===== src/rtl/ipdw_pkg.sv =====
package ipdw_pkg;

	// ==========================================================
	// register indices (byte address = index * 4)
	localparam logic [9:0] IDX_IRQ_FLAGS  = 10'h0C2;
	localparam logic [9:0] IDX_IRQ_CLEAR  = 10'h0C3;
	localparam logic [9:0] IDX_TAP_CLEAR  = 10'h0CC;
	localparam logic [9:0] IDX_TAP_FLAGS  = 10'h0CD;
	localparam logic [9:0] IDX_CLK_SELECT = 10'h0CE;
	localparam logic [9:0] IDX_DIV_UPPER  = 10'h0CF;
	localparam logic [9:0] IDX_WDOG_CTRL  = 10'h0DE;
	localparam logic [9:0] IDX_PWR_CTRL   = 10'h200;
	localparam logic [9:0] IDX_HALT_WAKE  = 10'h202;

	localparam int ADR_W = 12;
	localparam int DAT_W = 32;

	// ==========================================================
	// field positions
	localparam int BIT_KEY   = 1;
	localparam int BIT_PORT0 = 2;
	localparam int BIT_TMR1  = 3;
	localparam int BIT_TMR2  = 4;
	localparam int BIT_DIV   = 5;
	localparam int BIT_CPU_CHOICE = 0;
	localparam int BIT_DIV_CHOICE = 7;
	localparam int BIT_HALT   = 0;
	localparam int BIT_MAIN_C = 1;
	localparam int BIT_XTAL_C = 2;
	localparam int BIT_WD_CLR  = 0;
	localparam int BIT_WD_SEEN = 7;

	// divider taps: register bit and counter bit of each tap
	localparam int N_TAPS = 4;
	localparam int TAP_REG_BIT [N_TAPS] = '{0, 1, 4, 7};
	localparam int TAP_CNT_BIT [N_TAPS] = '{1, 9, 12, 15};
	localparam int DIV_W = 16;
	localparam int WD_W  = 6;
	// watchdog steps on the rise of this divider bit
	localparam int WD_STEP_BIT = 9;

	localparam logic [7:0]  BYTE_ZERO = 8'h00;
	localparam logic [4:0]  EN_RESET  = 5'h00;
	localparam logic [1:0]  OSC_DUAL   = 2'h0;
	localparam logic [1:0]  OSC_SINGLE = 2'h1;
	localparam logic [1:0]  OSC_SLOW   = 2'h2;
	localparam logic [1:0]  OSC_STOP   = 2'h3;

	typedef enum logic [1:0] {
		IPDW_DUAL,
		IPDW_SINGLE,
		IPDW_SLOW,
		IPDW_STOP
	} ipdw_osc_mode_t;

	// same-clock event pulses from the neighbouring blocks
	typedef struct packed {
		logic key_strobe;
		logic first_timer_event;
		logic second_timer_event;
	} ipdw_events_t;

endpackage


===== src/rtl/ipdw_top.sv =====
`timescale 1ns/1ps
// Behaviour
// (RQ1) edge either way on port-zero pin zero or pin four, when input, sets port flag
// (RQ2) timer one or two underflow sets its flag
// (RQ3) status flags stay set until software clears them
// (RQ4) writing one to clear register bit clears that flag; firmware clears after service
// (RQ5) divider status flag is the OR of the tap flags
// (RQ6) firmware clears divider flag and every tap flag before the next divider interrupt
// (RQ7) cpu clock choice: zero crystal, one main oscillator
// (RQ8) clock select bit seven picks divider input: zero crystal, one main
// (RQ9) 16-bit divider; upper byte readable, bit0 input/512 up to input/65536
// (RQ10) four taps /4 /1024 /8192 /65536 with enable and status at one address
// (RQ11) writing one to tap clear bit clears that tap flag alone
// (RQ12) divider and tap flags cleared by resets and by wake from stop
// (RQ13) oscillator field: 00 dual, 01 main only, 10 crystal only, 11 stop
// (RQ14) single-clock option ignores the low oscillator control bit
// (RQ15) halt bit gates cpu clock, oscillators keep running
// (RQ16) stop left only on enabled pending port interrupt or resets
// (RQ17) leaving stop restarts only the oscillator feeding the cpu
// (RQ18) halt released by events enabled in halt wake register, or resets
// (RQ19) optional 6-bit watchdog whose overflow restarts the processor
// (RQ20) watchdog overflow acts as hardware reset but sets reset-seen bit
// (RQ21) writing one to watchdog bit zero clears counter and reset-seen bit
// (RQ22) firmware restarts the watchdog before overflow
// (RQ23) interrupt requested when a flag and its enable are both one; enables reset zero
// (RQ24) each enabled tap sets its flag once per divided period on one edge
module ipdw_top (
	input  wire logic                        clk_sys,
	input  wire logic                        reset_n,
	input  wire logic                        wb_cyc_i,
	input  wire logic                        wb_stb_i,
	input  wire logic                        wb_we_i,
	input  wire logic [ipdw_pkg::ADR_W-1:0]  wb_adr_i,
	input  wire logic [3:0]                  wb_sel_i,
	input  wire logic [ipdw_pkg::DAT_W-1:0]  wb_dat_i,
	output logic      [ipdw_pkg::DAT_W-1:0]  wb_dat_o,
	output logic                             wb_ack_o,
	input  wire ipdw_pkg::ipdw_events_t      events_i,
	input  wire logic                        port_zero_pin_zero,
	input  wire logic                        port_zero_pin_four,
	input  wire logic                        pin_zero_is_output,
	input  wire logic                        pin_four_is_output,
	input  wire logic                        main_osc_clock,
	input  wire logic                        slow_crystal_clock,
	input  wire logic                        single_clock_option,
	input  wire logic                        watchdog_option,
	output logic                             irq_request,
	output logic                             processor_clock_enable,
	output logic                             main_osc_enable,
	output logic                             crystal_osc_enable,
	output logic                             cpu_clock_choice,
	output logic                             hot_reset
);

	// ==========================================================
	// bus decode
	logic        ack_q;
	logic [31:0] rdata_q;
	wire  [9:0]  reg_idx  = wb_adr_i[ipdw_pkg::ADR_W-1:2];
	wire         bus_req  = wb_cyc_i & wb_stb_i & ~ack_q;
	// writes land at the edge where the master samples ack high, not one edge early
	wire         wr_byte  = wb_cyc_i & wb_stb_i & ack_q & wb_we_i & wb_sel_i[0];
	wire  [7:0]  wr_data  = wb_dat_i[7:0];
	wire         wr_en_reg   = wr_byte & (reg_idx == ipdw_pkg::IDX_IRQ_FLAGS);
	wire         wr_interrupt_flag_clear  = wr_byte & (reg_idx == ipdw_pkg::IDX_IRQ_CLEAR);
	wire         wr_tap_clr  = wr_byte & (reg_idx == ipdw_pkg::IDX_TAP_CLEAR);
	wire         wr_tap_en   = wr_byte & (reg_idx == ipdw_pkg::IDX_TAP_FLAGS);
	wire         wr_clk_sel  = wr_byte & (reg_idx == ipdw_pkg::IDX_CLK_SELECT);
	wire         wr_wdog     = wr_byte & (reg_idx == ipdw_pkg::IDX_WDOG_CTRL);
	wire         wr_pwr      = wr_byte & (reg_idx == ipdw_pkg::IDX_PWR_CTRL);
	wire         wr_halt_wk  = wr_byte & (reg_idx == ipdw_pkg::IDX_HALT_WAKE);

	// ==========================================================
	// state
	logic [5:1]  irq_en_q;
	logic [4:1]  irq_flag_q, irq_flag_d;
	logic [7:0]  tap_en_q;
	logic [7:0]  tap_flag_q, tap_flag_d;
	logic        cpu_choice_q;
	logic        div_choice_q;
	logic [1:0]  osc_ctrl_q, osc_ctrl_d;
	logic        halt_q, halt_d;
	logic [5:1]  halt_wake_q;
	logic [15:0] div_q;
	logic [5:0]  wd_q;
	logic        wd_seen_q;
	logic        hot_q;
	logic        irq_q;
	logic        cpu_en_q;
	logic        main_en_q;
	logic        xtal_en_q;

	// hot reset clears like a hardware reset
	wire         clr_all = ~reset_n | hot_q; // RQ20

	// ==========================================================
	// pin synchronisers: three stages, a change counts when stages two and three agree
	logic [2:0]  p0_s, p4_s, mo_s, xt_s;
	logic        p0_f_q, p4_f_q, mo_f_q, xt_f_q;
	always_ff @(posedge clk_sys) begin
		p0_s <= {p0_s[1:0], port_zero_pin_zero};
		p4_s <= {p4_s[1:0], port_zero_pin_four};
		mo_s <= {mo_s[1:0], main_osc_clock};
		xt_s <= {xt_s[1:0], slow_crystal_clock};
	end
	wire p0_ok = p0_s[1] == p0_s[2];
	wire p4_ok = p4_s[1] == p4_s[2];
	wire mo_ok = mo_s[1] == mo_s[2];
	wire xt_ok = xt_s[1] == xt_s[2];
	always_ff @(posedge clk_sys) begin
		if (!reset_n) begin
			p0_f_q <= 1'b0;
			p4_f_q <= 1'b0;
			mo_f_q <= 1'b0;
			xt_f_q <= 1'b0;
		end else begin
			p0_f_q <= p0_ok ? p0_s[2] : p0_f_q;
			p4_f_q <= p4_ok ? p4_s[2] : p4_f_q;
			mo_f_q <= mo_ok ? mo_s[2] : mo_f_q;
			xt_f_q <= xt_ok ? xt_s[2] : xt_f_q;
		end
	end
	// output pins are masked so driving them raises no event
	wire p0_edge = p0_ok & (p0_s[2] != p0_f_q) & ~pin_zero_is_output; // RQ1
	wire p4_edge = p4_ok & (p4_s[2] != p4_f_q) & ~pin_four_is_output; // RQ1
	wire mo_tick = mo_ok & mo_s[2] & ~mo_f_q;
	wire xt_tick = xt_ok & xt_s[2] & ~xt_f_q;

	// ==========================================================
	// divider
	wire         div_src_tick = div_choice_q ? (mo_tick & main_en_q) : (xt_tick & xtal_en_q); // RQ8
	wire  [15:0] div_inc      = div_q + 16'h0001;
	wire         stop_mode    = osc_ctrl_q == ipdw_pkg::OSC_STOP;
	wire         stop_wake    = stop_mode & irq_en_q[ipdw_pkg::BIT_PORT0] & irq_flag_q[ipdw_pkg::BIT_PORT0]; // RQ16
	wire [7:0]   tap_rise;

	always_ff @(posedge clk_sys) begin
		if (clr_all || stop_wake) begin
			div_q <= 16'h0000; // RQ12
		end else if (div_src_tick) begin
			div_q <= div_inc; // RQ9
		end
	end

	genvar gi;
	generate
		for (gi = 0; gi < 8; gi++) begin : g_tap_bit
			localparam int K = (gi == 0) ? 0 : (gi == 1) ? 1 : (gi == 4) ? 2 : (gi == 7) ? 3 : -1;
			if (K >= 0) begin : g_tap
				localparam int CB = ipdw_pkg::TAP_CNT_BIT[K];
				// one rising edge of the tap per divided period
				assign tap_rise[gi] = div_src_tick & ~div_q[CB] & div_inc[CB]; // RQ24
			end else begin : g_none
				assign tap_rise[gi] = 1'b0;
			end
		end
	endgenerate

	// set wins over a simultaneous clear
	always_comb begin
		tap_flag_d = tap_flag_q;
		if (wr_tap_clr) begin
			tap_flag_d = tap_flag_d & ~wr_data; // RQ11
		end
		tap_flag_d = tap_flag_d | (tap_rise & tap_en_q); // RQ10
	end

	always_ff @(posedge clk_sys) begin
		if (clr_all || stop_wake) begin
			tap_flag_q <= ipdw_pkg::BYTE_ZERO; // RQ12
		end else begin
			tap_flag_q <= tap_flag_d;
		end
	end

	// ==========================================================
	// interrupt flags
	wire div_flag = |tap_flag_q; // RQ5
	wire [5:1] flags_all = {div_flag, irq_flag_q};

	always_comb begin
		irq_flag_d = irq_flag_q;
		if (wr_interrupt_flag_clear) begin
			irq_flag_d = irq_flag_d & ~wr_data[4:1]; // RQ4
		end
		irq_flag_d[ipdw_pkg::BIT_KEY]   = irq_flag_d[ipdw_pkg::BIT_KEY] | events_i.key_strobe;
		irq_flag_d[ipdw_pkg::BIT_PORT0] = irq_flag_d[ipdw_pkg::BIT_PORT0] | p0_edge | p4_edge; // RQ1
		irq_flag_d[ipdw_pkg::BIT_TMR1]  = irq_flag_d[ipdw_pkg::BIT_TMR1] | events_i.first_timer_event; // RQ2
		irq_flag_d[ipdw_pkg::BIT_TMR2]  = irq_flag_d[ipdw_pkg::BIT_TMR2] | events_i.second_timer_event; // RQ2
	end

	always_ff @(posedge clk_sys) begin
		if (clr_all) begin
			irq_flag_q <= 4'h0;
			irq_en_q   <= ipdw_pkg::EN_RESET; // RQ23
			tap_en_q   <= ipdw_pkg::BYTE_ZERO;
			halt_wake_q <= ipdw_pkg::EN_RESET;
		end else begin
			irq_flag_q <= irq_flag_d; // RQ3
			if (wr_en_reg) begin
				irq_en_q <= wr_data[5:1];
			end
			if (wr_tap_en) begin
				tap_en_q <= wr_data & 8'h93;
			end
			if (wr_halt_wk) begin
				halt_wake_q <= wr_data[5:1];
			end
		end
	end

	// ==========================================================
	// clock selection and power modes
	always_comb begin
		osc_ctrl_d = osc_ctrl_q;
		halt_d     = halt_q;
		if (wr_pwr) begin
			osc_ctrl_d = {wr_data[ipdw_pkg::BIT_XTAL_C], wr_data[ipdw_pkg::BIT_MAIN_C] & ~single_clock_option}; // RQ14
			halt_d     = wr_data[ipdw_pkg::BIT_HALT]; // RQ15
		end
		if (stop_wake) begin
			osc_ctrl_d = cpu_choice_q ? ipdw_pkg::OSC_SINGLE : ipdw_pkg::OSC_SLOW; // RQ17
		end
		if (halt_q && |(flags_all & halt_wake_q)) begin
			halt_d = 1'b0; // RQ18
		end
	end

	always_ff @(posedge clk_sys) begin
		if (clr_all) begin
			cpu_choice_q <= 1'b0;
			div_choice_q <= 1'b0;
			osc_ctrl_q   <= ipdw_pkg::OSC_DUAL;
			halt_q       <= 1'b0;
		end else begin
			if (wr_clk_sel) begin
				cpu_choice_q <= wr_data[ipdw_pkg::BIT_CPU_CHOICE]; // RQ7
				div_choice_q <= wr_data[ipdw_pkg::BIT_DIV_CHOICE]; // RQ8
			end
			osc_ctrl_q <= osc_ctrl_d;
			halt_q     <= halt_d;
		end
	end

	wire ipdw_pkg::ipdw_osc_mode_t osc_mode = ipdw_pkg::ipdw_osc_mode_t'(osc_ctrl_q);
	logic main_on, xtal_on;
	always_comb begin
		case (osc_mode)
			ipdw_pkg::IPDW_DUAL:   begin main_on = 1'b1; xtal_on = 1'b1; end // RQ13
			ipdw_pkg::IPDW_SINGLE: begin main_on = 1'b1; xtal_on = 1'b0; end // RQ13
			ipdw_pkg::IPDW_SLOW:   begin main_on = 1'b0; xtal_on = 1'b1; end // RQ13
			ipdw_pkg::IPDW_STOP:   begin main_on = 1'b0; xtal_on = 1'b0; end // RQ13
			default:               begin main_on = 1'b1; xtal_on = 1'b1; end
		endcase
	end

	// ==========================================================
	// watchdog, stepped by the divider
	wire wd_step = watchdog_option & div_src_tick & ~div_q[ipdw_pkg::WD_STEP_BIT]
		& div_inc[ipdw_pkg::WD_STEP_BIT]; // RQ19
	wire wd_over = wd_step & (&wd_q) & ~hot_q;
	wire wd_clr  = wr_wdog & wr_data[ipdw_pkg::BIT_WD_CLR];

	always_ff @(posedge clk_sys) begin
		if (clr_all || wd_clr) begin
			wd_q <= 6'h00; // RQ21
		end else if (wd_step) begin
			wd_q <= wd_q + 6'h01; // RQ19
		end
	end

	// reset-seen survives the hot reset; only the pin reset clears it outright
	always_ff @(posedge clk_sys) begin
		if (!reset_n) begin
			wd_seen_q <= 1'b0; // RQ21
			hot_q     <= 1'b0;
		end else begin
			hot_q <= wd_over; // RQ20
			if (wd_over) begin
				wd_seen_q <= 1'b1; // RQ20
			end else if (wd_clr) begin
				wd_seen_q <= 1'b0; // RQ21
			end
		end
	end

	// ==========================================================
	// registered outputs
	always_ff @(posedge clk_sys) begin
		if (clr_all) begin
			irq_q     <= 1'b0;
			cpu_en_q  <= 1'b1;
			main_en_q <= 1'b1;
			xtal_en_q <= 1'b1;
		end else begin
			irq_q     <= |(flags_all & irq_en_q); // RQ23
			cpu_en_q  <= ~halt_q & ~stop_mode; // RQ15
			main_en_q <= main_on;
			xtal_en_q <= xtal_on;
		end
	end

	// ==========================================================
	// read mux, unmapped reads return zero
	logic [7:0] rd_byte;
	always_comb begin
		case (reg_idx)
			ipdw_pkg::IDX_IRQ_FLAGS:  rd_byte = {2'b00, flags_all, 1'b0};
			ipdw_pkg::IDX_TAP_FLAGS:  rd_byte = tap_flag_q;
			ipdw_pkg::IDX_CLK_SELECT: rd_byte = {div_choice_q, 6'h00, cpu_choice_q};
			ipdw_pkg::IDX_DIV_UPPER:  rd_byte = div_q[15:8]; // RQ9
			ipdw_pkg::IDX_WDOG_CTRL:  rd_byte = {wd_seen_q, 7'h00};
			ipdw_pkg::IDX_PWR_CTRL:   rd_byte = {5'h00, osc_ctrl_q[1], osc_ctrl_q[0], halt_q};
			default:                  rd_byte = ipdw_pkg::BYTE_ZERO;
		endcase
	end

	always_ff @(posedge clk_sys) begin
		if (!reset_n) begin
			ack_q   <= 1'b0;
			rdata_q <= 32'h00000000;
		end else begin
			ack_q   <= bus_req;
			rdata_q <= {24'h000000, rd_byte};
		end
	end

	assign wb_ack_o               = ack_q;
	assign wb_dat_o               = rdata_q;
	assign irq_request            = irq_q;
	assign processor_clock_enable = cpu_en_q;
	assign main_osc_enable        = main_en_q;
	assign crystal_osc_enable     = xtal_en_q;
	assign cpu_clock_choice       = cpu_choice_q;
	assign hot_reset              = hot_q;

	// ==========================================================
	// assertions
	property p_port_edge;
		@(posedge clk_sys) disable iff (clr_all)
		(p0_edge && !stop_wake) |=> irq_flag_q[ipdw_pkg::BIT_PORT0];
	endproperty
	a_port_edge: assert property (p_port_edge) else $error("port edge lost"); // RQ1

	property p_timer_set;
		@(posedge clk_sys) disable iff (clr_all)
		events_i.first_timer_event |=> irq_flag_q[ipdw_pkg::BIT_TMR1];
	endproperty
	a_timer_set: assert property (p_timer_set) else $error("timer flag not set"); // RQ2

	property p_flag_sticky;
		@(posedge clk_sys) disable iff (clr_all)
		(irq_flag_q[ipdw_pkg::BIT_TMR2] && !wr_interrupt_flag_clear) |=> irq_flag_q[ipdw_pkg::BIT_TMR2];
	endproperty
	a_flag_sticky: assert property (p_flag_sticky) else $error("flag dropped alone"); // RQ3

	property p_clear;
		@(posedge clk_sys) disable iff (clr_all)
		(wr_interrupt_flag_clear && wr_data[ipdw_pkg::BIT_KEY] && !events_i.key_strobe) |=> !irq_flag_q[ipdw_pkg::BIT_KEY];
	endproperty
	a_clear: assert property (p_clear) else $error("clear failed"); // RQ4

	property p_irq_out;
		@(posedge clk_sys) disable iff (clr_all)
		(|(flags_all & irq_en_q)) |=> irq_request;
	endproperty
	a_irq_out: assert property (p_irq_out) else $error("irq not raised"); // RQ23

	property p_stop_wake;
		@(posedge clk_sys) disable iff (clr_all)
		(stop_wake && cpu_choice_q) |=> (osc_ctrl_q == ipdw_pkg::OSC_SINGLE) ##1 (main_osc_enable && !crystal_osc_enable);
	endproperty
	a_stop_wake: assert property (p_stop_wake) else $error("wrong oscillator restarted"); // RQ17

	property p_halt_gate;
		@(posedge clk_sys) disable iff (clr_all)
		halt_q |=> !processor_clock_enable;
	endproperty
	a_halt_gate: assert property (p_halt_gate) else $error("cpu clock not gated"); // RQ15

	property p_wd_hot;
		@(posedge clk_sys) disable iff (!reset_n)
		wd_over |=> (hot_reset && wd_seen_q) ##1 (!hot_reset && irq_en_q == ipdw_pkg::EN_RESET);
	endproperty
	a_wd_hot: assert property (p_wd_hot) else $error("hot reset misbehaved"); // RQ20

	property p_single_opt;
		@(posedge clk_sys) disable iff (clr_all)
		(wr_pwr && single_clock_option && !stop_wake) |=> !osc_ctrl_q[0];
	endproperty
	a_single_opt: assert property (p_single_opt) else $error("low control bit honoured"); // RQ14

endmodule


===== config.mk =====
export PLATFORM = sky130hd
export DESIGN_NAME = ipdw_top
export DESIGN_NICKNAME = d
export VERILOG_FILES = /design/src/rtl/ipdw_pkg.sv /design/src/rtl/ipdw_top.sv
export SDC_FILE = /design/constraint.sdc
export NUM_CORES = 1
export LEC_CHECK = 0
export ABC_AREA = 1
export BUFFER_PORTS_ARGS = -buffer_cell sky130_fd_sc_hd__buf_2
export CAP_MARGIN = 20
export CORE_ASPECT_RATIO = 0.8
export CORE_MARGIN = 5
export CORE_UTILIZATION = 40
export DETAILED_ROUTE_END_ITERATION = 7
export GPL_ROUTABILITY_DRIVEN = 0
export GPL_TIMING_DRIVEN = 0
export REMOVE_ABC_BUFFERS = 1
export SKIP_LAST_GASP = 1
export SLEW_MARGIN = 20
export SYNTH_ARGS = -nofsm -noshare
export SYNTH_HDL_FRONTEND = slang
export SYNTH_SLANG_ARGS = --single-unit

===== constraint.sdc =====
create_clock -name clk_sys -period 1.9 [get_ports clk_sys]
set_clock_uncertainty 0.2 [all_clocks]
set_input_delay 0.095 -clock clk_sys [delete_from_list [all_inputs] [get_ports clk_sys]]
set_output_delay 0.095 -clock clk_sys [all_outputs]
set_load 0.005 [all_outputs]

==> results_dict.tcl, run 1 <==
set metrics [dict create \
    outcome "complete, no violations" \
    vias 3825 \
    cp-start-kind "primary input" \
    endpoint_kind "flip-flop" \
    syn_inst 553 \
    period_minus_slack_ns 1.89 \
    finalWirelength_um 10700 \
    gr-total-overflow 0 \
    num_io_pins 103 \
    fmax_mhz 530 \
    clk_latency_ns 0.34 \
    cp_max_fo 5 \
    place_area_sq_um 4330 \
    hold_viol 0 \
    design_area_sq_um 5120 \
    final_nets 717 \
    n_fill_cell 1001 \
    grt_pass1_wl_um 17100 \
    ant_nets 0 \
    cap_violations 0 \
    ir_drop_uv 579 \
    drive_above_1_share_pct 18.3 \
    io_buffers 49 \
    synth-edff-count 0 \
    ys_seq_area_share_pct 41.3 \
    htreeDepth 3 \
    worst-endpoint-arrival_ns 1.96 \
    finalNonFillerCells 794 \
    clkTransAtPathRegs_ns 0.06 \
    clock-sinks 84 \
    slew_violations 0 \
    min_path_type "primary input to flip-flop" \
    ctsRootBufferMaster "clkbuf_16" \
    antenna_found_initial 0 \
    final_common_cell "nand2_1" \
    grt_pass1_vias 3558 \
    drt-initial-drc-count 225 \
    die-height_um 100 \
    yosysWarnings 0 \
    start_util_pct 40.3 \
    syn-cell-area_sq_um 4080 \
    cts_tree "done" \
    wire_per_inst_um 13.4 \
    placedCellCount 735 \
    dieArea_sq_um 12300 \
    clk_path_buf_depth 2 \
    syn_area_per_cell_sq_um 7.37 \
    die_w_um 123 \
    drcViolationCount 0 \
    track_usage_pct 17.6 \
    period_share_pct 99.3 \
    setup_viol 0 \
    whs_ns 0.0104 \
    drt_first_pass_iters 5 \
    async_reset_ff_share_pct 0 \
    synth_ff_type "dfxtp_1" \
    cp.required_ns 1.98 \
    leakagePower_nw 2.20 \
    ys_ff_latch 84 \
    diodes 0 \
    yosysUniqueCellTypes 37 \
    grt_max_degree 26 \
    layout_common_cells "88 x nand2_1, 84 x dfxtp_1, 74 x nor2_1" \
    viasPerCell 4.82 \
    area_growth_syn_to_layout_pct 25.6 \
    power_density_nw_per_um2 776 \
    critical_path_class "primary input to flip-flop" \
    rows 33 \
    hpwlAfterDp_um 7660 \
    fp.coreArea_sq_um 10100 \
    cts_buffers 9 \
]
==> registers in the layout, indices dropped and copies added, names as in the netlist, 2 cells and up <==
name / flops
mo_s: 3
wd_q: 6
halt_wake_q: 5
tap_en_q: 4
osc_ctrl_q: 2
div_q: 16
p0_s: 3
p4_s: 3
irq_en_q: 5
irq_flag_q: 4
wb_dat_o: 8
tap_flag_q: 8
xt_s: 3
==> synth_stat cells (3+ instances only) <==
master	number	area (sq um)
nand2_2	5	31.3
inv_1	68	255
nand4_1	20	125
nand3_1	40	200
nor2_2	6	37.5
nor2_1	79	297
nor2_4	6	67.6
nand2_1	89	334
a21oi_2	3	26.3
ha_1	4	50.1
a21oi_1	39	195
inv_2	5	18.8
xor2_1	6	52.6
nor3_1	6	30.0
buf_4	24	180
o21ai_0	39	195
nand2_4	3	33.8
dfxtp_1	84	1680
==> per-layer routing <==
layer	routed length, um	track usage [%]
met2	4740	27.2
met5	0	0
met3	789	4.00
met1	5010	24.9
met4	133	4.56
==> power breakdown <==
group          total (mW)  internal, mW  switching, mW
Combinational       0.270         0.110          0.161
Sequential           1.82          1.79         0.0237
Clock                1.89          1.19          0.703
Total                3.97          3.09          0.887
==> through the flow <==
| step | util (%) | worst slack [ns] | setup TNS (ns) | power (mW) |
|---|---|---|---|---|
| floorplan | - | 0.174 | 0 | 1.97 |
| global placement | 42.8 | -0.270 | -5.87 | 2.05 |
| detailed placement | 42.8 | -0.302 | -6.78 | 2.06 |
| CTS | 49.4 | 0.00870 | 0 | 3.99 |
| global route | 50.6 | -0.0195 | -0.0728 | 4.12 |
| finish | 50.6 | 0.0139 | 0 | 3.97 |
==> worst max-delay path, stage by stage <==
cell and delay (ns):
buf_2 0.14, nor2_1 0.27, nand3_1 0.18, nor3_4 0.22, buf_4 0.16, nand2_1 0.06
nand3_1 0.08, nor2_1 0.06, nor2_1 0.13, dlygate4sd3_1 0.57
==> layout make-up <==
class                   count  area, sq um  share of cell area (%)
clock buffers              10          239                    4.67
clock inverters             6         87.6                    1.71
inverters                  75          287                    5.60
multi-input cells         387         1970                    38.5
flip-flops and latches     84         1680                    32.9
well taps                 140          175                    3.42
repair buffers             92          676                    13.2
==> path summary, 6_finish.rpt <==
| check | endpoint | start | cells past startpoint | slack, ns |
|---|---|---|---|---|
| worst max-delay path | wb_dat_o[0] | wb_adr_i[2] | 10 | 0.01 |
| worst min-delay path | tap_en_q[0] | wb_adr_i[3] | 4 | 0.01 |
| worst max register to register | wb_dat_o[5] | tap_flag_q[1] | 7 | 0.11 |
| worst min register to register | p4_s[1] | p4_s[0] | 0 | 0.13 |
==> cells by family after synthesis <==
logic type | Yosys count | share of synthesized area (%)
simple gates | 265 | 31.4
buf+inv | 105 | 13.2
compound gates | 87 | 11.3
flops | 84 | 41.3
xor+xnor | 7 | 1.50
fa+ha+maj | 4 | 1.23
other cells | 1 | 0.0920
==> what timing repair did <==
| action | 4_1_cts | 5_1_grt |
|---|---|---|
| hold endpoints to repair | 44 | 0 |
| pin swaps | 0 | 7 |
| setup buffers | 0 | 10 |
| endpoints found under the setup margin | 33 | 22 |
| gates resized for setup | 3 | 7 |
| hold buffers | 33 | 0 |
Note: power is estimated with default switching activity, not from simulation.
==> run 2, diff against run 1 <==
--- a/config.mk
+++ b/config.mk
@@ -10,10 +10,11 @@
 export CAP_MARGIN = 20
 export CORE_ASPECT_RATIO = 0.8
 export CORE_MARGIN = 5
-export CORE_UTILIZATION = 40
+export CORE_UTILIZATION = 47
 export DETAILED_ROUTE_END_ITERATION = 7
 export GPL_ROUTABILITY_DRIVEN = 0
 export GPL_TIMING_DRIVEN = 0
+export PLACE_DENSITY = 0.72
 export REMOVE_ABC_BUFFERS = 1
 export SKIP_LAST_GASP = 1
 export SLEW_MARGIN = 20
==> run 2 against run 1 <==
Against the previous run:
- routed wire length shrank 3.0%
- largest cell class unchanged
- critical path type unchanged
- worst setup slack gained 0.10 ns
- final area shrank 3.5%
- clock-buffer cell count is the same
- sequential power is essentially flat
- combinational power grew 5%
- core utilization grew 7.6 points
- die area shrank 14%
- via count grew 2.1%
- maximum frequency grew 5.6%
==> results_dict.tcl, run 2 (synthesized netlist as in run 1, its figures left out) <==
set metrics [dict create \
    clock-sinks 84 \
    rows 30 \
    viasPerCell 5.07 \
    pwr-share-seq_pct 54.9 \
    ant_nets 0 \
    slew_violations 0 \
    cts_tree "done" \
    drt_first_pass_iters 5 \
    clk_path_buf_depth 2 \
    whs_ns 0.0514 \
    cts_buffers 9 \
    max_stage_delay_ns 0.53 \
    wl_met2_um 4510 \
    final-seq-area_sq_um 1680 \
    placedCellCount 707 \
    die-height_um 93.3 \
    antenna_found_initial 0 \
    layout_common_cells "87 x nand2_1, 84 x dfxtp_1, 78 x nor2_1" \
    ir_drop_uv 467 \
    hold_viol 0 \
    drive_above_1_share_pct 18.4 \
    clk_latency_ns 0.36 \
    cp_max_fo 7 \
    grt_max_degree 24 \
    period_minus_slack_ns 1.79 \
    final_nets 721 \
    drcViolationCount 0 \
    wire_per_inst_um 13.4 \
    leakagePower_nw 2.12 \
    drt-initial-drc-count 379 \
    fp.coreArea_sq_um 8480 \
    vias 3905 \
    grt_pass1_wl_um 16400 \
    ctsRootBufferMaster "clkbuf_8" \
    min_path_cells 6 \
    num_io_pins 103 \
    io_buffers 49 \
    combPwrFrac_pct 8.6 \
    place_area_sq_um 4300 \
    outcome "complete, no violations" \
    dr_wl_met3_um 894 \
    critPathSlowestCell "dlygate4sd3_1" \
    regMostFlops "div_q" \
    period_share_pct 94.0 \
    design_area_sq_um 4940 \
    endpoint_kind "flip-flop" \
    largest_reg_flops 16 \
    top_layer_used "met4" \
    dieArea_sq_um 10600 \
    met1_length_um 4830 \
    grt_pass1_vias 3491 \
    area_growth_syn_to_layout_pct 21.2 \
    p_switching_mw 0.875 \
    setup_viol 0 \
    clkTransAtPathRegs_ns 0.09 \
    fmax_mhz 560 \
    start_util_pct 48.0 \
    r2r_cells 7 \
    die_w_um 114 \
    hpwlAfterDp_um 7360 \
    htreeDepth 3 \
    power_density_nw_per_um2 669 \
    worst-endpoint-arrival_ns 1.89 \
    power_frac_clock_pct 36.5 \
    n_fill_cell 757 \
    multi_input_comb_area_sq_um 1970 \
    final_common_cell "nand2_1" \
    gr-total-overflow 0 \
    track_usage_pct 19.1 \
    finalWirelength_um 10400 \
    switching_share_pct 26.5 \
    cp-start-kind "primary input" \
    min_path_type "primary input to flip-flop" \
    tns_ns 0 \
    cp_common_cell "nor2_1" \
    cp.required_ns 2.00 \
    critical_path_class "primary input to flip-flop" \
    finalNonFillerCells 770 \
    diodes 0 \
    intPower_mw 2.43 \
    cp_cell_sequence "dlygate4sd3_1 > buf_2 > inv_1 > nand2_1 > nor2_2 > nand2_1 > nor2_1 > nor2_1 > nand3_1 > nand2_2 > nor2_1" \
    cap_violations 0 \
]
## run 2: cell count changes in the layout (fill, tap and decap cells not counted), sizes merged
cell / previous run / this run
bufinv: 2 / 0
inv: 75 / 76
clkinv: 4 / 1
clkinvlp: 0 / 4
nor2: 92 / 93
buf: 59 / 62
## run 2: final timing paths
check | from | slack (ns) | end
setup / recovery | wb_adr_i[2] | 0.11 | wb_dat_o[2]
hold / removal | wb_adr_i[6] | 0.05 | wd_seen_q
setup reg to reg | wb_ack_o | 0.17 | irq_en_q[2]
hold reg to reg | xt_s[0] | 0.13 | xt_s[1]
## run 2: per-stage QoR
step / util [%] / total power [mW] / setup WS (ns)
finish: 58.2 / 3.30 / 0.115
floorplan: - / 1.97 / 0.174
CTS: 56.8 / 3.30 / 0.00303
detailed placement: 50.6 / 2.06 / -0.348
global route: 58.2 / 3.43 / -0.00859
global placement: 50.6 / 2.05 / -0.294
## run 2: area by class of cell
cell class                      instances  share of cell area (%)
Multi-Input combinational cell        388                    39.9
Clock inverter                          6                   0.963
Timing Repair Buffer                   95                    13.6
Tap cell                              112                    2.84
Sequential cell                        84                    34.1
Inverter                               75                    5.80
Clock buffer                           10                    2.79
## run 2: timing repair
| action | 4_1_cts | 5_1_grt |
|---|---|---|
| cloned | 0 | 1 |
| endpoints found under the setup margin | 35 | 28 |
| hold endpoints to repair | 55 | 0 |
| hold buffers | 33 | 0 |
| resized for setup | 2 | 3 |
| pin swaps | 0 | 6 |
| setup buffers | 0 | 13 |
## run 2: worst max-delay path: cells and delay by family
| family | cells | cell delay, ns |
|---|---|---|
| AND/OR/NAND/NOR | 8 | 0.97 |
| buffers and inverters | 3 | 0.80 |
## run 2: routing by layer
layer / GRT usage [%] / up-vias
li1: - / 1936
met3: 4.20 / 16
met1: 27.0 / 1783
met2: 28.9 / 170
met4: 5.74 / 0
met5: 0 / -
## run 2: power by group through the flow
| stage | Sequential, mW | Clock [mW] | Combinational, mW |
|---|---|---|---|
| floorplan | 1.85 | 0 | 0.120 |
| global placement | 1.85 | 0 | 0.198 |
| detailed placement | 1.85 | 0 | 0.204 |
| CTS | 1.81 | 1.23 | 0.260 |
| global route | 1.82 | 1.30 | 0.313 |
| finish | 1.81 | 1.21 | 0.284 |
==> run 3, diff against run 2 <==
==> constraint.sdc (replaced) <==
create_clock -name clk_sys -period 2.15 [get_ports clk_sys]
set_clock_uncertainty 0.2 [all_clocks]
set_input_delay 0.1075 -clock clk_sys [delete_from_list [all_inputs] [get_ports clk_sys]]
set_output_delay 0.1075 -clock clk_sys [all_outputs]
set_load 0.005 [all_outputs]
==> run 3 against run 2 <==
Against the previous run:
- final area is 3.6% lower
- total power is 13% lower
- largest cell class unchanged
- via count is 3.6% lower
==> results_dict.tcl, run 3 (synthesized netlist as in run 1, its figures left out) <==
set metrics [dict create \
    outcome "complete, no violations" \
    crit_cells 6 \
    placedCellCount 707 \
    final_common_cell "nand2_1" \
    cp-start-kind "primary input" \
    power_frac_clock_pct 36.9 \
    finalNonFillerCells 750 \
    drt_first_pass_iters 6 \
    final_nets 701 \
    grt_pass1_vias 3472 \
    num_io_pins 103 \
    layout_common_cells "89 x nand2_1, 84 x dfxtp_1, 78 x nor2_1" \
    largest_reg_flops 16 \
    die_w_um 114 \
    n_fill_cell 791 \
    drcViolationCount 0 \
    pwr-share-seq_pct 55.4 \
    cap_violations 0 \
    switching_share_pct 26.4 \
    dieArea_sq_um 10600 \
    fmax_mhz 502 \
    final-seq-area_sq_um 1680 \
    ctsRootBufferMaster "clkbuf_8" \
    vias 3765 \
    grt_max_degree 26 \
    finalWirelength_um 9820 \
    combPwrFrac_pct 7.7 \
    drt-initial-drc-count 314 \
    critical_path_class "primary input to flip-flop" \
    start_util_pct 48.0 \
    cp_cell_sequence "dlygate4sd3_1 > buf_2 > nand2_1 > dlygate4sd3_1 > nor3_1 > dlygate4sd3_1" \
    endpoint_kind "flip-flop" \
    clock-sinks 84 \
    critical_path.top_delay_family "buffers and inverters" \
    ir_drop_uv 412 \
    utilization_pct 56.1 \
    htreeDepth 3 \
    io_buffers 49 \
    intPower_mw 2.13 \
    grt_setup_unrepaired "false" \
    cp_max_fo 2 \
    clkTransAtPathRegs_ns 0.09 \
    worst_slew_pin_slew_ns 0.557 \
    drive_above_1_share_pct 16.5 \
    critPathSlowestCell "dlygate4sd3_1" \
    min_path_type "primary input to flip-flop" \
    die-height_um 93.3 \
    min_path_cells 6 \
    p_switching_mw 0.764 \
    whs_ns 0.0300 \
    leakagePower_nw 2.03 \
    design_area_sq_um 4760 \
    rows 30 \
    period_share_pct 92.6 \
    clk_path_buf_depth 2 \
    viasPerCell 5.02 \
    cp_common_cell "dlygate4sd3_1" \
    slew_violations 0 \
    period_minus_slack_ns 1.99 \
    place_area_sq_um 4300 \
    crit_buf_inv 4 \
    regMostFlops "div_q" \
    fp.coreArea_sq_um 8480 \
    cp.required_ns 2.26 \
    gr-total-overflow 0 \
    cts_buffers 9 \
    postCtsSetupBuffers 0 \
    clk_latency_ns 0.36 \
    hpwlAfterDp_um 7360 \
    maxSlewHeadroom_pct 62.8 \
    diodes 0 \
    finalPower_mw 2.89 \
    max_stage_delay_ns 0.58 \
    worst-endpoint-arrival_ns 2.10 \
    ant_nets 0 \
    track_usage_pct 19.0 \
    hold_viol 0 \
    area_growth_syn_to_layout_pct 16.8 \
    r2r_cells 10 \
    multi_input_comb_area_sq_um 1950 \
    power_density_nw_per_um2 607 \
    grt_pass1_wl_um 16200 \
    setup_viol 0 \
    antenna_found_initial 0 \
    wire_per_inst_um 13.1 \
    cts_tree "done" \
]
run 3: cell types whose count changed in the layout (fill, tap and decap cells not counted):
| cell | delta |
|---|---|
| nor2_4 | -2 |
| nand2_2 | -2 |
| buf_4 | -13 |
| nand2_1 | +2 |
| dlygate4sd3_1 | -6 |
| nor2_2 | +1 |
run 3: worst paths after layout:
check	from	endpoint	slack, ns
min reg2reg	xt_s[0]	xt_s[1]	0.13
max reg2reg	xt_s[2]	wd_q[0]	0.26
min	wb_adr_i[6]	wd_seen_q	0.03
max	wb_stb_i	wb_ack_o	0.16
run 3: area by class of cell:
| type | instances | area share, % |
|---|---|---|
| repair buffers | 76 | 10.8 |
| clock inverters | 6 | 0.999 |
| multi-input cells | 387 | 41.0 |
| flip-flops and latches | 84 | 35.3 |
| clock buffers | 10 | 2.89 |
| well taps | 112 | 2.94 |
| inverters | 75 | 6.02 |
run 3: power groups by stage:
stage	Sequential, mW	Combinational [mW]	Clock [mW]
floorplan	1.63	0.106	0
global placement	1.63	0.175	0
detailed placement	1.64	0.180	0
CTS	1.60	0.219	1.08
global route	1.61	0.249	1.15
finish	1.60	0.223	1.07
run 3: tightest hold or removal path, stage by stage:
cell	delay, ns
buf_2	0.11
nand2_1	0.06
nor2_1	0.06
nand2_1	0.09
nand3_1	0.07
nand2_1	0.06
run 3: per-stage QoR:
stage	worst slack [ns]	setup TNS (ns)
after floorplan	0.424	0
after global placement	-0.0441	-0.168
after detailed placement	-0.0979	-0.645
after CTS	0.181	0
after global routing	0.0141	0
final	0.158	0
run 3: layer usage:
metal / track usage, % / vias up / routed length [um]
li1: - / 1896 / -
met1: 27.1 / 1700 / 4560
met2: 28.4 / 152 / 4230
met3: 4.27 / 17 / 881
met4: 6.03 / 0 / 142
met5: 0 / - / 0
run 3: repair_timing:
action | in CTS | in global routing
pin swaps | 0 | 0
endpoints found under the setup margin | 14 | 3
hold endpoints to repair | 53 | 0
resized for setup | 1 | 1
hold buffers | 27 | 0
cloned | 0 | 0
